### config.mk
export PLATFORM = sky130hd
export DESIGN_NAME = vipc_ctrl
export DESIGN_NICKNAME = d
export VERILOG_FILES = /design/src/inc/vipc_pkg.sv /design/src/logic/vipc_ctrl.sv /design/src/logic/vipc_edge_detect.sv
export SDC_FILE = /design/constraint.sdc
export NUM_CORES = 1
export LEC_CHECK = 0
export ABC_AREA = 1
export BUFFER_PORTS_ARGS = -buffer_cell sky130_fd_sc_hd__buf_2
export CAP_MARGIN = 20
export CORE_MARGIN = 4
export CORE_UTILIZATION = 48
export DETAILED_ROUTE_END_ITERATION = 8
export PLACE_DENSITY_LB_ADDON = 0.1
export SYNTH_ARGS = -nofsm -noshare
export SYNTH_HDL_FRONTEND = slang
export SYNTH_HIERARCHICAL = 1
export SYNTH_SLANG_ARGS = --single-unit
### constraint.sdc
create_clock -name clock -period 4.6 [get_ports clock]
set_input_delay 0.46 -clock clock [delete_from_list [all_inputs] [get_ports clock]]
set_output_delay 0.46 -clock clock [all_outputs]
set_load 0.03 [all_outputs]
### src/inc/vipc_pkg.sv
// Constants and types shared by the interrupt priority controller
package vipc_pkg;
  localparam int NSRC = 10;
  localparam int NPIN = 3;

  // Register selects on the core's internal register port
  localparam logic [2:0] SEL_URG_A = 3'h0;
  localparam logic [2:0] SEL_URG_B = 3'h1;
  localparam logic [2:0] SEL_URG_C = 3'h2;
  localparam logic [2:0] SEL_EDGE_A = 3'h3;
  localparam logic [2:0] SEL_EDGE_B = 3'h4;
  localparam logic [2:0] SEL_PSW = 3'h5;

  localparam logic [7:0] URG_RESET = 8'hff;
  localparam logic [7:0] EDGE_RESET = 8'h00;
  localparam logic [7:0] PSW_RESET = 8'h02;

  // Status word bit positions
  localparam int PSW_IE = 7;
  localparam int PSW_ISP = 1;

  // Source bit positions inside the urgency bytes
  localparam int URG_WDT_BIT = 0;
  localparam int URG_LO = 2;
  localparam int URG_HI = 4;

  // Edge field positions: pins 1 and 2 in byte a, pin 3 in byte b
  localparam int EDGE1_LSB = 4;
  localparam int EDGE2_LSB = 6;
  localparam int EDGE3_LSB = 0;

  localparam logic [15:0] VEC_NMI = 16'h0004;
  localparam logic [15:0] VEC_BRK = 16'h003e;

  // Request-to-service latency in CPU clocks
  localparam int LAT_MIN_HIGH = 7;
  localparam int LAT_MIN_LOW = 8;
  localparam int LAT_MAX_HIGH = 32;
  localparam int LAT_MAX_LOW = 33;

  typedef enum logic [1:0] {
    EDGE_FALL = 2'b00,
    EDGE_RISE = 2'b01,
    EDGE_NONE = 2'b10,
    EDGE_BOTH = 2'b11
  } vipc_edge_e;

  typedef enum logic [1:0] {
    KIND_MASK = 2'b00,
    KIND_NMI = 2'b01,
    KIND_BRK = 2'b10
  } vipc_kind_e;

  typedef enum logic [2:0] {
    S_IDLE = 3'b000,
    S_LOW_WAIT = 3'b001,
    S_PUSH_PSW = 3'b010,
    S_PUSH_PC = 3'b011,
    S_VEC_LO = 3'b100,
    S_VEC_HI = 3'b101,
    S_JUMP = 3'b110
  } vipc_state_e;

  // Vector entry of a maskable source by default priority index
  function automatic logic [15:0] vipc_vector(input logic [3:0] idx);
    case (idx)
      4'h0: vipc_vector = 16'h0004;
      4'h1: vipc_vector = 16'h0008;
      4'h2: vipc_vector = 16'h000a;
      4'h3: vipc_vector = 16'h000c;
      4'h4: vipc_vector = 16'h0018;
      4'h5: vipc_vector = 16'h001a;
      4'h6: vipc_vector = 16'h001c;
      4'h7: vipc_vector = 16'h0028;
      4'h8: vipc_vector = 16'h002a;
      default: vipc_vector = 16'h002c;
    endcase
  endfunction
endpackage

### src/logic/vipc_ctrl.sv
// Interrupt acknowledge, priority and vectoring control for the CPU core
`timescale 1ns/1ps
// Behaviour
// [RULE_01] Reset loads all three urgency flag bytes with all ones.
// [RULE_02] Software writes ones to unused urgency bit positions.
// [RULE_03] Software keeps watchdog urgency flag at one in non-maskable mode.
// [RULE_04] Two edge-select bytes, reset to zero, written as whole bytes.
// [RULE_05] Software writes zero to low four bits of edge_select_a.
// [RULE_06] Status word resets to 02 hex.
// [RULE_07] Any vectored acknowledge or break pushes status word, clears enable.
// [RULE_08] Maskable acknowledge copies source urgency into service level flag.
// [RULE_09] Returns and status pop restore status word; push instruction saves it.
// [RULE_10] Non-maskable request ignores enable and priority, beats every other; here a break at the same boundary wins over it.
// [RULE_11] Non-maskable accept pushes status, pc, clears enable and level, vectors.
// [RULE_12] Non-maskable during its service waits for return plus one instruction.
// [RULE_13] Many non-maskable requests during service yield a single acceptance.
// [RULE_14] Maskable needs request, no mask, enable; low waits while level is zero.
// [RULE_15] Latency 7 to 32 clocks high, 8 to 33 clocks low priority.
// [RULE_16] Higher programmable priority first, ties by fixed default order.
// [RULE_17] Maskable accept pushes status then pc, clears enable, uses own vector.
// [RULE_18] Break always taken, pushes status and pc, vectors via 003E.
// [RULE_19] Software ends break handlers with return-from-break only.
// [RULE_20] Enabled nesting accepts equal or higher urgency, refuses lower.
// [RULE_21] Held requests stay pending until acceptable after one instruction.
// [RULE_22] Nothing nests inside non-maskable service; here a break is still taken during it.
// [RULE_23] Fixed default order ranks source 0 highest to 9 lowest.
// [RULE_24] Request flag clears on acknowledge and on reset.
// [RULE_25] Non-maskable watchdog overflow vectors through 0004 hex.
// [RULE_26] Urgency flag zero means high level, one means low level.
// [RULE_27] Pin edge fields pick falling, rising or both; edge sets request.
// [RULE_28] Acceptance is decided only at instruction boundaries.
module vipc_ctrl
  import vipc_pkg::*;
(
  input wire logic clock,
  input wire logic srst,
  input wire logic [2:0] regSel,
  input wire logic regWe,
  input wire logic [7:0] regWdata,
  output logic [7:0] regRdata,
  input wire logic [NPIN-1:0] extPin,
  input wire logic [NSRC-1:0] periphReq,
  input wire logic [NSRC-1:0] maskFlag,
  input wire logic wdtNmiMode,
  input wire logic wdtOverflow,
  input wire logic instrDone,
  input wire logic instrReserve,
  input wire logic instrBrk,
  input wire logic instrReti,
  input wire logic instrRetb,
  input wire logic instrPopPsw,
  input wire logic instrPushPsw,
  input wire logic instrEi,
  input wire logic instrDi,
  input wire logic [7:0] stackData,
  output logic seqBusy,
  output logic pushPsw,
  output logic pushPc,
  output logic vecFetch,
  output logic loadPc,
  output logic [15:0] vectorAddr,
  output logic [7:0] pswOut,
  output logic [NSRC-1:0] requestFlags,
  output logic nmiInService
);
  logic [7:0] urgencyA;
  logic [7:0] urgencyB;
  logic [7:0] urgencyC;
  logic [7:0] edgeSelA;
  logic [7:0] edgeSelB;
  logic [7:0] program_status_word;
  logic nmiPend;
  logic regSeen;
  logic ackUrg;
  logic [NSRC-1:0] ackOneHot;
  vipc_kind_e ackKind;
  vipc_state_e state;
  vipc_state_e next_state;

  logic [NPIN-1:0] pinEdge;
  logic [NSRC-1:0] urgency;
  logic [NSRC-1:0] eligible;
  logic [NSRC-1:0] hiPick;
  logic [NSRC-1:0] loPick;
  logic [NSRC-1:0] setReq;
  logic [NSRC-1:0] clrReq;
  logic maskOk;
  logic grantHi;
  logic grantLo;
  logic boundaryOk;
  logic brkGo;
  logic nmiGo;
  logic startAny;

  // Lowest index wins among equal urgency
  function automatic logic [NSRC-1:0] lowest_one(input logic [NSRC-1:0] v);
    lowest_one = v & (~v + NSRC'(1));
  endfunction

  function automatic logic [3:0] onehot_index(input logic [NSRC-1:0] v);
    onehot_index = 4'h0;
    for (int i = 0; i < NSRC; i++) begin
      if (v[i]) begin
        onehot_index = 4'(i);
      end
    end
  endfunction

  vipc_edge_detect #(
    .PINS(NPIN)
  ) u_edge (
    .clock(clock),
    .srst(srst),
    .pins(extPin),
    .modes({edgeSelB[EDGE3_LSB +: 2], edgeSelA[EDGE2_LSB +: 2], edgeSelA[EDGE1_LSB +: 2]}),
    .edges(pinEdge) // [RULE_27]
  );

  // Source order: watchdog, pins 1..3, then peripheral sources 4..9 [RULE_23]
  assign urgency = {urgencyC[URG_HI:URG_LO], urgencyB[URG_HI:URG_LO],
                    urgencyA[URG_HI:URG_LO], urgencyA[URG_WDT_BIT]};

  always_ff @(posedge clock) begin
    if (srst) begin
      urgencyA <= URG_RESET; // [RULE_01]
      urgencyB <= URG_RESET; // [RULE_01]
      urgencyC <= URG_RESET; // [RULE_01]
      edgeSelA <= EDGE_RESET; // [RULE_04]
      edgeSelB <= EDGE_RESET; // [RULE_04]
    end else if (regWe) begin
      unique case (regSel)
        SEL_URG_A: urgencyA <= regWdata;
        SEL_URG_B: urgencyB <= regWdata;
        SEL_URG_C: urgencyC <= regWdata;
        SEL_EDGE_A: edgeSelA <= regWdata; // [RULE_04]
        SEL_EDGE_B: edgeSelB <= regWdata; // [RULE_04]
        default: ;
      endcase
    end
  end

  always_ff @(posedge clock) begin
    if (srst) begin
      regRdata <= 8'h00;
    end else begin
      unique case (regSel)
        SEL_URG_A: regRdata <= urgencyA;
        SEL_URG_B: regRdata <= urgencyB;
        SEL_URG_C: regRdata <= urgencyC;
        SEL_EDGE_A: regRdata <= edgeSelA;
        SEL_EDGE_B: regRdata <= edgeSelB;
        SEL_PSW: regRdata <= program_status_word;
        default: regRdata <= 8'h00;
      endcase
    end
  end

  // Request flags: set wins over the acknowledge clear
  assign setReq = {periphReq[NSRC-1:NPIN+1], pinEdge, wdtOverflow & ~wdtNmiMode}; // [RULE_27]
  assign clrReq = (state == S_PUSH_PSW && ackKind == KIND_MASK) ? ackOneHot : '0;

  always_ff @(posedge clock) begin
    if (srst) begin
      requestFlags <= '0; // [RULE_24]
    end else begin
      requestFlags <= (requestFlags & ~clrReq) | setReq; // [RULE_24]
    end
  end

  // A register write counts as a holding instruction until the boundary
  always_ff @(posedge clock) begin
    if (srst) begin
      regSeen <= 1'b0;
    end else if (instrDone) begin
      regSeen <= 1'b0;
    end else if (regWe) begin
      regSeen <= 1'b1;
    end
  end

  // Boundary after a holding instruction defers acceptance by one [RULE_21]
  assign boundaryOk = instrDone && state == S_IDLE && !instrReserve && !instrReti
                      && !instrRetb && !instrPopPsw && !instrPushPsw && !instrEi
                      && !instrDi && !regSeen && !regWe; // [RULE_28]

  assign eligible = requestFlags & ~maskFlag; // [RULE_14]
  assign hiPick = lowest_one(eligible & ~urgency); // [RULE_16] [RULE_26]
  assign loPick = lowest_one(eligible & urgency); // [RULE_16]
  assign maskOk = program_status_word[PSW_IE] && !nmiInService; // [RULE_14] [RULE_22]
  assign grantHi = maskOk && (|hiPick); // [RULE_20]
  assign grantLo = maskOk && program_status_word[PSW_ISP] && (|loPick) && !grantHi; // [RULE_14] [RULE_20]

  assign brkGo = instrDone && instrBrk && state == S_IDLE; // [RULE_18]
  assign nmiGo = boundaryOk && nmiPend && !nmiInService && !brkGo; // [RULE_10] [RULE_12]
  assign startAny = brkGo || nmiGo || (boundaryOk && (grantHi || grantLo));

  // One pending slot collapses repeated overflows [RULE_13]
  always_ff @(posedge clock) begin
    if (srst) begin
      nmiPend <= 1'b0;
    end else if (wdtOverflow && wdtNmiMode) begin
      nmiPend <= 1'b1;
    end else if (nmiGo) begin
      nmiPend <= 1'b0;
    end
  end

  always_ff @(posedge clock) begin
    if (srst) begin
      nmiInService <= 1'b0;
    end else if (nmiGo) begin
      nmiInService <= 1'b1;
    end else if (instrDone && instrReti) begin
      nmiInService <= 1'b0; // [RULE_12]
    end
  end

  // Break ahead of the non-maskable one: the executing instruction owns it
  always_ff @(posedge clock) begin
    if (srst) begin
      ackKind <= KIND_MASK;
      ackOneHot <= '0;
      ackUrg <= 1'b1;
      vectorAddr <= 16'h0000;
    end else if (startAny) begin
      if (brkGo) begin
        ackKind <= KIND_BRK;
        ackOneHot <= '0;
        vectorAddr <= VEC_BRK; // [RULE_18]
      end else if (nmiGo) begin
        ackKind <= KIND_NMI;
        ackOneHot <= '0;
        vectorAddr <= VEC_NMI; // [RULE_25]
      end else if (grantHi) begin
        ackKind <= KIND_MASK;
        ackOneHot <= hiPick;
        ackUrg <= 1'b0;
        vectorAddr <= vipc_vector(onehot_index(hiPick)); // [RULE_17]
      end else begin
        ackKind <= KIND_MASK;
        ackOneHot <= loPick;
        ackUrg <= 1'b1;
        vectorAddr <= vipc_vector(onehot_index(loPick)); // [RULE_17]
      end
    end
  end

  // Low urgency spends one extra decision cycle [RULE_15]
  always_comb begin
    next_state = state;
    unique case (state)
      S_IDLE: begin
        if (startAny) begin
          if (!brkGo && !nmiGo && !grantHi) begin
            next_state = S_LOW_WAIT;
          end else begin
            next_state = S_PUSH_PSW;
          end
        end
      end
      S_LOW_WAIT: next_state = S_PUSH_PSW;
      S_PUSH_PSW: next_state = S_PUSH_PC; // [RULE_11] [RULE_17]
      S_PUSH_PC: next_state = S_VEC_LO;
      S_VEC_LO: next_state = S_VEC_HI;
      S_VEC_HI: next_state = S_JUMP;
      S_JUMP: next_state = S_IDLE;
      default: next_state = S_IDLE;
    endcase
  end

  always_ff @(posedge clock) begin
    if (srst) begin
      state <= S_IDLE;
    end else begin
      state <= next_state;
    end
  end

  // Status word; the pushed value is the one before the clear
  always_ff @(posedge clock) begin
    if (srst) begin
      program_status_word <= PSW_RESET; // [RULE_06]
    end else if (regWe && regSel == SEL_PSW) begin
      program_status_word <= regWdata;
    end else if (instrDone && (instrReti || instrRetb || instrPopPsw)) begin
      program_status_word <= stackData; // [RULE_09]
    end else if (state == S_PUSH_PSW) begin
      program_status_word[PSW_IE] <= 1'b0; // [RULE_07]
      if (ackKind == KIND_NMI) begin
        program_status_word[PSW_ISP] <= 1'b0; // [RULE_11]
      end else if (ackKind == KIND_MASK) begin
        program_status_word[PSW_ISP] <= ackUrg; // [RULE_08]
      end
    end else if (instrDone && instrEi) begin
      program_status_word[PSW_IE] <= 1'b1;
    end else if (instrDone && instrDi) begin
      program_status_word[PSW_IE] <= 1'b0;
    end
  end

  assign pswOut = program_status_word;
  assign seqBusy = (state != S_IDLE);
  assign pushPsw = (state == S_PUSH_PSW) || (instrDone && instrPushPsw); // [RULE_07] [RULE_09]
  assign pushPc = (state == S_PUSH_PC); // [RULE_11] [RULE_17] [RULE_18]
  assign vecFetch = (state == S_VEC_LO) || (state == S_VEC_HI);
  assign loadPc = (state == S_JUMP);
endmodule

### src/logic/vipc_edge_detect.sv
// Valid-edge detector for the external interrupt pins
`timescale 1ns/1ps
module vipc_edge_detect
  import vipc_pkg::*;
#(
  parameter int PINS = NPIN
) (
  input wire logic clock,
  input wire logic srst,
  input wire logic [PINS-1:0] pins,
  input wire logic [2*PINS-1:0] modes,
  output logic [PINS-1:0] edges
);
  logic [PINS-1:0] prevPins;
  logic armed;

  // First cycle after reset only captures, so no phantom edge appears
  always_ff @(posedge clock) begin
    if (srst) begin
      prevPins <= '0;
      armed <= 1'b0;
    end else begin
      prevPins <= pins;
      armed <= 1'b1;
    end
  end

  always_comb begin
    edges = '0;
    for (int i = 0; i < PINS; i++) begin
      unique case (vipc_edge_e'(modes[2*i +: 2]))
        EDGE_FALL: edges[i] = armed & prevPins[i] & ~pins[i];
        EDGE_RISE: edges[i] = armed & ~prevPins[i] & pins[i];
        EDGE_BOTH: edges[i] = armed & (prevPins[i] ^ pins[i]);
        EDGE_NONE: edges[i] = 1'b0;
      endcase
    end
  end
endmodule

==> metrics.txt, run 1 <==
CP Data Required Time=4.93 ns; Syn-to-layout area delta=13.5%; Design Area, Final=0.00591 mm^2; #FFs+latches synth=94; Worst-Skew Late Latency=roughly 0.38 ns; status=complete, no violations; post-detailed-routing wire length=about 15,000 um; most frequent cell after synthesis=nand2_1; most area-consuming cells after synthesis=dfxtp_1 (36%), nand2_1 (11%), inv_1 (7.4%), nand3_1 (5.6%), nor2_1 (5.1%); Total Power=about 1.9 mW; vias per cell=around 5.3; worst path bufs/invs=1; DP Area=roughly 0.0057 mm^2; CP Max Fanout=5; nature of the critical path endpoint=flop; IO Port Bufs=88; wire per inst=15.7 um; clk root buf=clkbuf_8; fmax=452 MHz; RSZ-0062 raised after global routing=no; Nets=approximately 890; Max Slew Vio Count=0; most used cell, CP=nand3_1; area leader, netlist=dfxtp_1; total I/O pin count=around 100; first-pass GRT wire length=24,100 um; DRT iter0 DRCs=294; DR pass1 iterations=7; Gate Count Post-Synth=740; n_diodes=0; clk buf depth=2; area of the multi-input gates=roughly 0.0027 mm^2; Final min period=between 2 and 2.5 ns; Die Y=about 110 um; FF+latch area=~0.0019 mm^2; clock slew at reported path FFs=0.10 ns; Overall Global Routing Usage=0.239; Die ar.=~0.013 mm^2; Placeable Area=around 0.010 mm^2; period utilization=0.480; P per Cell Area=~320 mW/mm^2; Netlist Area Pre-Place=0.00520 mm^2; clock sink count=94; largest net degree at the start of global routing=52; postcts setup bufs=0; Hold WC Path Type=in -> reg; register area share after synthesis=0.362; slowest cell delay on critical path=about 0.35 ns; critical path arrival=about 2.5 ns; Final ANT Viol Nets=0; width of the die=between 100 and 150 um; total gr overflow=0; Fin. Hold Viols=0; leakage power total=approximately 2.9 nW; site row count=37; critical path class=reg -> reg; CTS tree=built; Most used DFF post-synth=dfxtp_1; routed wl met3=between 1000 and 1500 um; number of CTS-inserted buffers=9; number of H-tree levels=3; Hold-fix buffers, CTS=0; synth unique cells=43; Max Cap Violations=0; Post-synth ARST share=0; post-cts resize count=0; vias in the first global route=roughly 4,800; Setup-failing EPs final=0; Yosys top cell area share=0.362; clk_skew=just over 0.008 ns; Post-synth top cells=nand2_1 (147), inv_1 (103), dfxtp_1 (94); number of flops mapped to enable cells by yosys=0; critical path startpoint category=flop; routability cong.=0.920; final setup TNS=0 ns; Hold Slack=0.280 ns; Final HPWL DP=between 10,000 and 15,000 um; VDD IR max=~0.00016 V; slowest CP cell=dfxtp_1; M1 WL=7210 um; FILL cells=1,047; Mean Syn Cell Area=7.03 um^2; # DRC=0; share of cells above drive strength 1=0.212; vias=5,060; delay-heaviest family, CP=simple AND/OR/NAND/NOR gates; Worst Tran Pin Value=1.05 ns; Max Used Layer=met4; met2 WL=approximately 6600 um; Ys Warns=6; final core utilization=0.565; starting density of the core=0.497; critical path cell sequence=nand3_1 -> nand2_1 -> nor2_2 -> nand3_1 -> nand4_1 -> inv_1 -> ha_1 -> o21ai_0 -> nand2_1 -> nand3_1 -> a21oi_1 -> nor2_1; slew margin rel.=0.296; initial antenna violation count=0
## through the flow
stage / setup WS, ns / std cells
finish: 2.39 / 963
global route: 2.11 / 963
CTS: 1.82 / 961
detailed placement: 2.25 / 945
global placement: 2.26 / 945
floorplan: 2.72 / 750
## where the power goes
part           internal, mW  total (mW)  switching, mW
sequential            0.855       0.885         0.0304
clock                 0.311       0.626          0.314
combinational         0.117       0.388          0.271
total                  1.28        1.90          0.616
## cells by family (layout without fill, tap and decap cells)
| family | count (synthesis) | after routing | synth area share |
|---|---|---|---|
| AO/OA/AOI/OAI | 151 | 151 | 0.174 |
| adder cells (fa/ha/maj) | 8 | 8 | 0.0192 |
| other | 1 | 11 | 0.000721 |
| AND/OR/NAND/NOR | 339 | 339 | 0.323 |
| flip-flops | 94 | 94 | 0.362 |
| buffers and inverters | 147 | 224 | 0.121 |
## metal layers
layer	up-vias	track usage
met3	21	0.0394
met5	-	0
li1	2568	-
met4	0	0.0761
met1	2288	0.334
met2	183	0.378
## state kept, by name, indices dropped and copies added, names as in the netlist
signal	count
ackOneHot	10
requestFlags	10
edgeSelA	8
edgeSelB	8
pswOut	8
regRdata	8
urgencyA	8
urgencyB	8
urgencyC	8
vectorAddr	5
state	3
u_edge/prevPins	3
ackKind	2
ackUrg	1
nmiInService	1
nmiPend	1
regSeen	1
u_edge/armed	1
## final cells by class
type                            count  share of cell area
Multi-Input combinational cell    509               0.462
Sequential cell                    94               0.319
Timing Repair Buffer               92              0.0796
Inverter                          116              0.0741
Tap cell                          136              0.0288
Clock buffer                       10              0.0216
Clock inverter                      6              0.0155
## tightest hold or removal path, delay by kind of cell
| kind | cells | cell delay, ns |
|---|---|---|
| buffers and inverters | 1 | 0.08 |
| AND/OR/NAND/NOR | 1 | 0.06 |
| AO/OA/AOI/OAI | 1 | 0.03 |
## placed cells by master, fill, tap and decap left out, types with 2 or more instances in the layout
cell	synthesis	layout
nor2_2	4	4
a31oi_1	9	9
nor2_1	70	70
bufinv_16	0	2
nand3_4	2	2
nand2_4	3	3
conb_1	1	11
nand3_2	19	19
ha_1	8	8
a211oi_1	3	3
a21oi_2	10	10
nand2_1	147	147
o22ai_1	10	10
nand2_2	8	8
dfxtp_1	94	94
nand3_1	58	58
inv_2	12	12
nand3b_1	4	4
a21oi_1	46	46
nor3_1	6	6
clkbuf_8	0	9
inv_6	0	3
o221ai_1	2	2
nor2_4	5	5
o21ai_0	44	44
buf_4	13	4
inv_1	103	103
nand4_1	6	6
buf_2	1	88
o211ai_1	22	22
## worst paths after layout
kind                                       from              end  slack [ns]  depth (start not counted)
worst max-delay path            requestFlags[3]    vectorAddr[2]        2.39                         12
worst min register to register      edgeSelB[4]      edgeSelB[4]        0.45                          2
worst min-delay path               periphReq[4]  requestFlags[4]        0.28                          3
worst max register to register  requestFlags[3]    vectorAddr[2]        2.39                         12
Power figures use the tool's default switching activity.
==> run 2: changes to the inputs <==
==> constraint.sdc (replaced) <==
create_clock -name clock -period 2.17 [get_ports clock]
set_input_delay 0.217 -clock clock [delete_from_list [all_inputs] [get_ports clock]]
set_output_delay 0.217 -clock clock [all_outputs]
set_load 0.03 [all_outputs]
==> metrics.txt, run 2 (synthesis results as in run 1) <==
Final min period=2.02 ns (-0.189 ns); site row count=37 (unchanged); number of H-tree levels=3 (unchanged); FILL cells=1,046 (-0.096%); hold path depth=3 (unchanged); n_diodes=0 (unchanged); status=complete, no violations; Design Area, Final=0.00599 mm^2 (+1.5%); Hold WC Path Type=in -> reg; reg2reg path depth=12 (unchanged); Worst Tran Pin Value=0.593 ns (-0.459 ns); critical path cell sequence=inv_1 -> nand3_2 -> nand2_2 -> nor3_1 -> nor2_1 -> nand4_1 -> ha_1 -> a21oi_1 -> nand3_1 -> nand3_1 -> nand3_1 -> a21oi_2; worst path bufs/invs=1 (unchanged); nature of the critical path endpoint=flop; CP Data Required Time=2.48 ns (-2.45 ns); most common cell after layout, fill and taps aside=nand2_1; clk_skew=0.00969 ns (+0.00157 ns); total gr overflow=0 (unchanged); initial antenna violation count=0 (unchanged); fmax=495 MHz (+9.4%); first-pass GRT wire length=24,400 um (+0.89%); VDD IR max=0.000398 V (+150%); vias in the first global route=4,914 (+2.6%); Die Y=112 um (unchanged); critical path class=reg -> reg; Cells after DPL=955 (+1.1%); share of cells above drive strength 1=0.232 (+0.0204); vias=5,166 (+2.1%); slowest CP cell=dfxtp_1; Worst Hold Launch=periphReq[9]; starting density of the core=0.497 (unchanged); leakage power total=2.94 nW (+1.4%); clk root buf=clkbuf_8; Placeable Area=0.0105 mm^2 (unchanged); final setup TNS=0 ns (unchanged); Nets=896 (+1.1%); Hold Path End=requestFlags[9]; clock slew at reported path FFs=0.09 ns (about the same); DRT iter0 DRCs=357 (+21%); total I/O pin count=104 (unchanged); Total Power=3.88 mW (+100%); Worst-Skew Late Latency=0.38 ns (about the same); Largest regs=ackOneHot x10, requestFlags x10; # DRC=0 (unchanged); wire per inst=15.3 um (-2.4%); CP Max Fanout=3 (-2); slew margin rel.=0.605 (+0.309); largest net degree at the start of global routing=43 (-17%); Final HPWL DP=11,400 um (-0.27%); Die ar.=0.0126 mm^2 (unchanged); Final ANT Viol Nets=0 (unchanged); vias per cell=5.31 (+1.1%); period utilization=0.931 (+0.451); number of CTS-inserted buffers=9 (unchanged); IO Port Bufs=88 (unchanged); Syn-to-layout area delta=15.2%; Fin. Hold Viols=0 (unchanged); Overall Global Routing Usage=0.239 (about the same); post-detailed-routing wire length=14,900 um (-1.5%); P per Cell Area=648 mW/mm^2 (+100%); critical path arrival=2.33 ns (-0.21 ns); worst r2r dst=vectorAddr[4]; DR pass1 iterations=5 (-2); CTS tree=built; RSZ-0062 raised after global routing=no; width of the die=112 um (unchanged); Max Slew Vio Count=0 (unchanged); routability cong.=0.936 (+1.7%); Max Cap Violations=0 (unchanged); clock sink count=94 (unchanged); commonest cells after routing, fill and taps aside=nand2_1 (144), inv_1 (102), dfxtp_1 (92), buf_2 (88), nor2_1 (68); delay-heaviest family, CP=simple AND/OR/NAND/NOR gates; critical path startpoint category=flop; R2R Path Start=urgencyA[3]; slowest cell delay on critical path=0.32 ns (-0.03 ns); setup slack, reg-to-reg=0.15 ns (-2.24 ns); clk buf depth=2 (unchanged); most used cell, CP=nand3_1; Setup-failing EPs final=0 (unchanged); non-filler cells, final=972 (+0.93%); DP Area=0.00576 mm^2 (+1.5%)
==> run 2: final cells by class <==
type	count	area, um^2	share of cell area
flip-flops and latches	94	1880	0.314
multi-input cells	509	2760	0.460
repair buffers	102	558	0.0931
well taps	136	170	0.0284
clock buffers	10	128	0.0213
inverters	116	438	0.0731
clock inverters	5	61.3	0.0102
==> run 2: worst reg2reg max path, stage by stage, from the launching register on <==
cell and delay (ns):
dfxtp_1 0.32, inv_1 0.11, nand3_2 0.14, nand2_2 0.13
nor3_1 0.06, nor2_1 0.14, nand4_1 0.22, ha_1 0.27
a21oi_1 0.11, nand3_1 0.11, nand3_1 0.12, nand3_1 0.10
a21oi_2 0.12
==> run 2: repair_timing <==
action | CTS | global route
setup endpoints to repair | 0 | 5
buffers inserted | 0 | 2
hold buffers | 0 | 0
endpoints found under the hold margin | 0 | 0
gates resized for setup | 0 | 11
==> run 2: routing by layer <==
layer  up-vias  global-route usage  part of all wire
met2       189               0.373              0.44
met1      2371               0.337              0.47
met4         0              0.0753             0.013
met3        15              0.0415             0.075
li1       2591                   -                 -
met5         -                   0                 0
==> run 2: how the worst max path moves through the flow <==
stage | from | end | slack, ns | cells past startpoint
floorplan | requestFlags[3] | vectorAddr[2] | 0.29 | 11
global placement | maskFlag[3] | vectorAddr[2] | 0.19 | 14
detailed placement | maskFlag[3] | vectorAddr[3] | 0.13 | 16
CTS | requestFlags[3] | vectorAddr[3] | 0.10 | 14
global route | urgencyA[3] | vectorAddr[5] | 0.002 | 13
finish | urgencyA[3] | vectorAddr[4] | 0.15 | 12
==> run 2: where the power goes <==
| group | switching, mW | total (mW) | internal [mW] |
|---|---|---|---|
| Combinational | 0.579 | 0.844 | 0.265 |
| Sequential | 0.0633 | 1.88 | 1.81 |
| Clock | 0.631 | 1.16 | 0.531 |
| Total | 1.27 | 3.88 | 2.61 |
==> run 2: per-stage QoR <==
step / util / hold WS (ns) / worst slack [ns]
CTS: 0.569 / 0.0356 / 0.104
finish: 0.573 / 0.0474 / 0.149
floorplan: - / 0.274 / 0.288
global route: 0.573 / 0.0631 / 0.00170
global placement: 0.551 / 0.423 / 0.192
detailed placement: 0.551 / 0.435 / 0.131
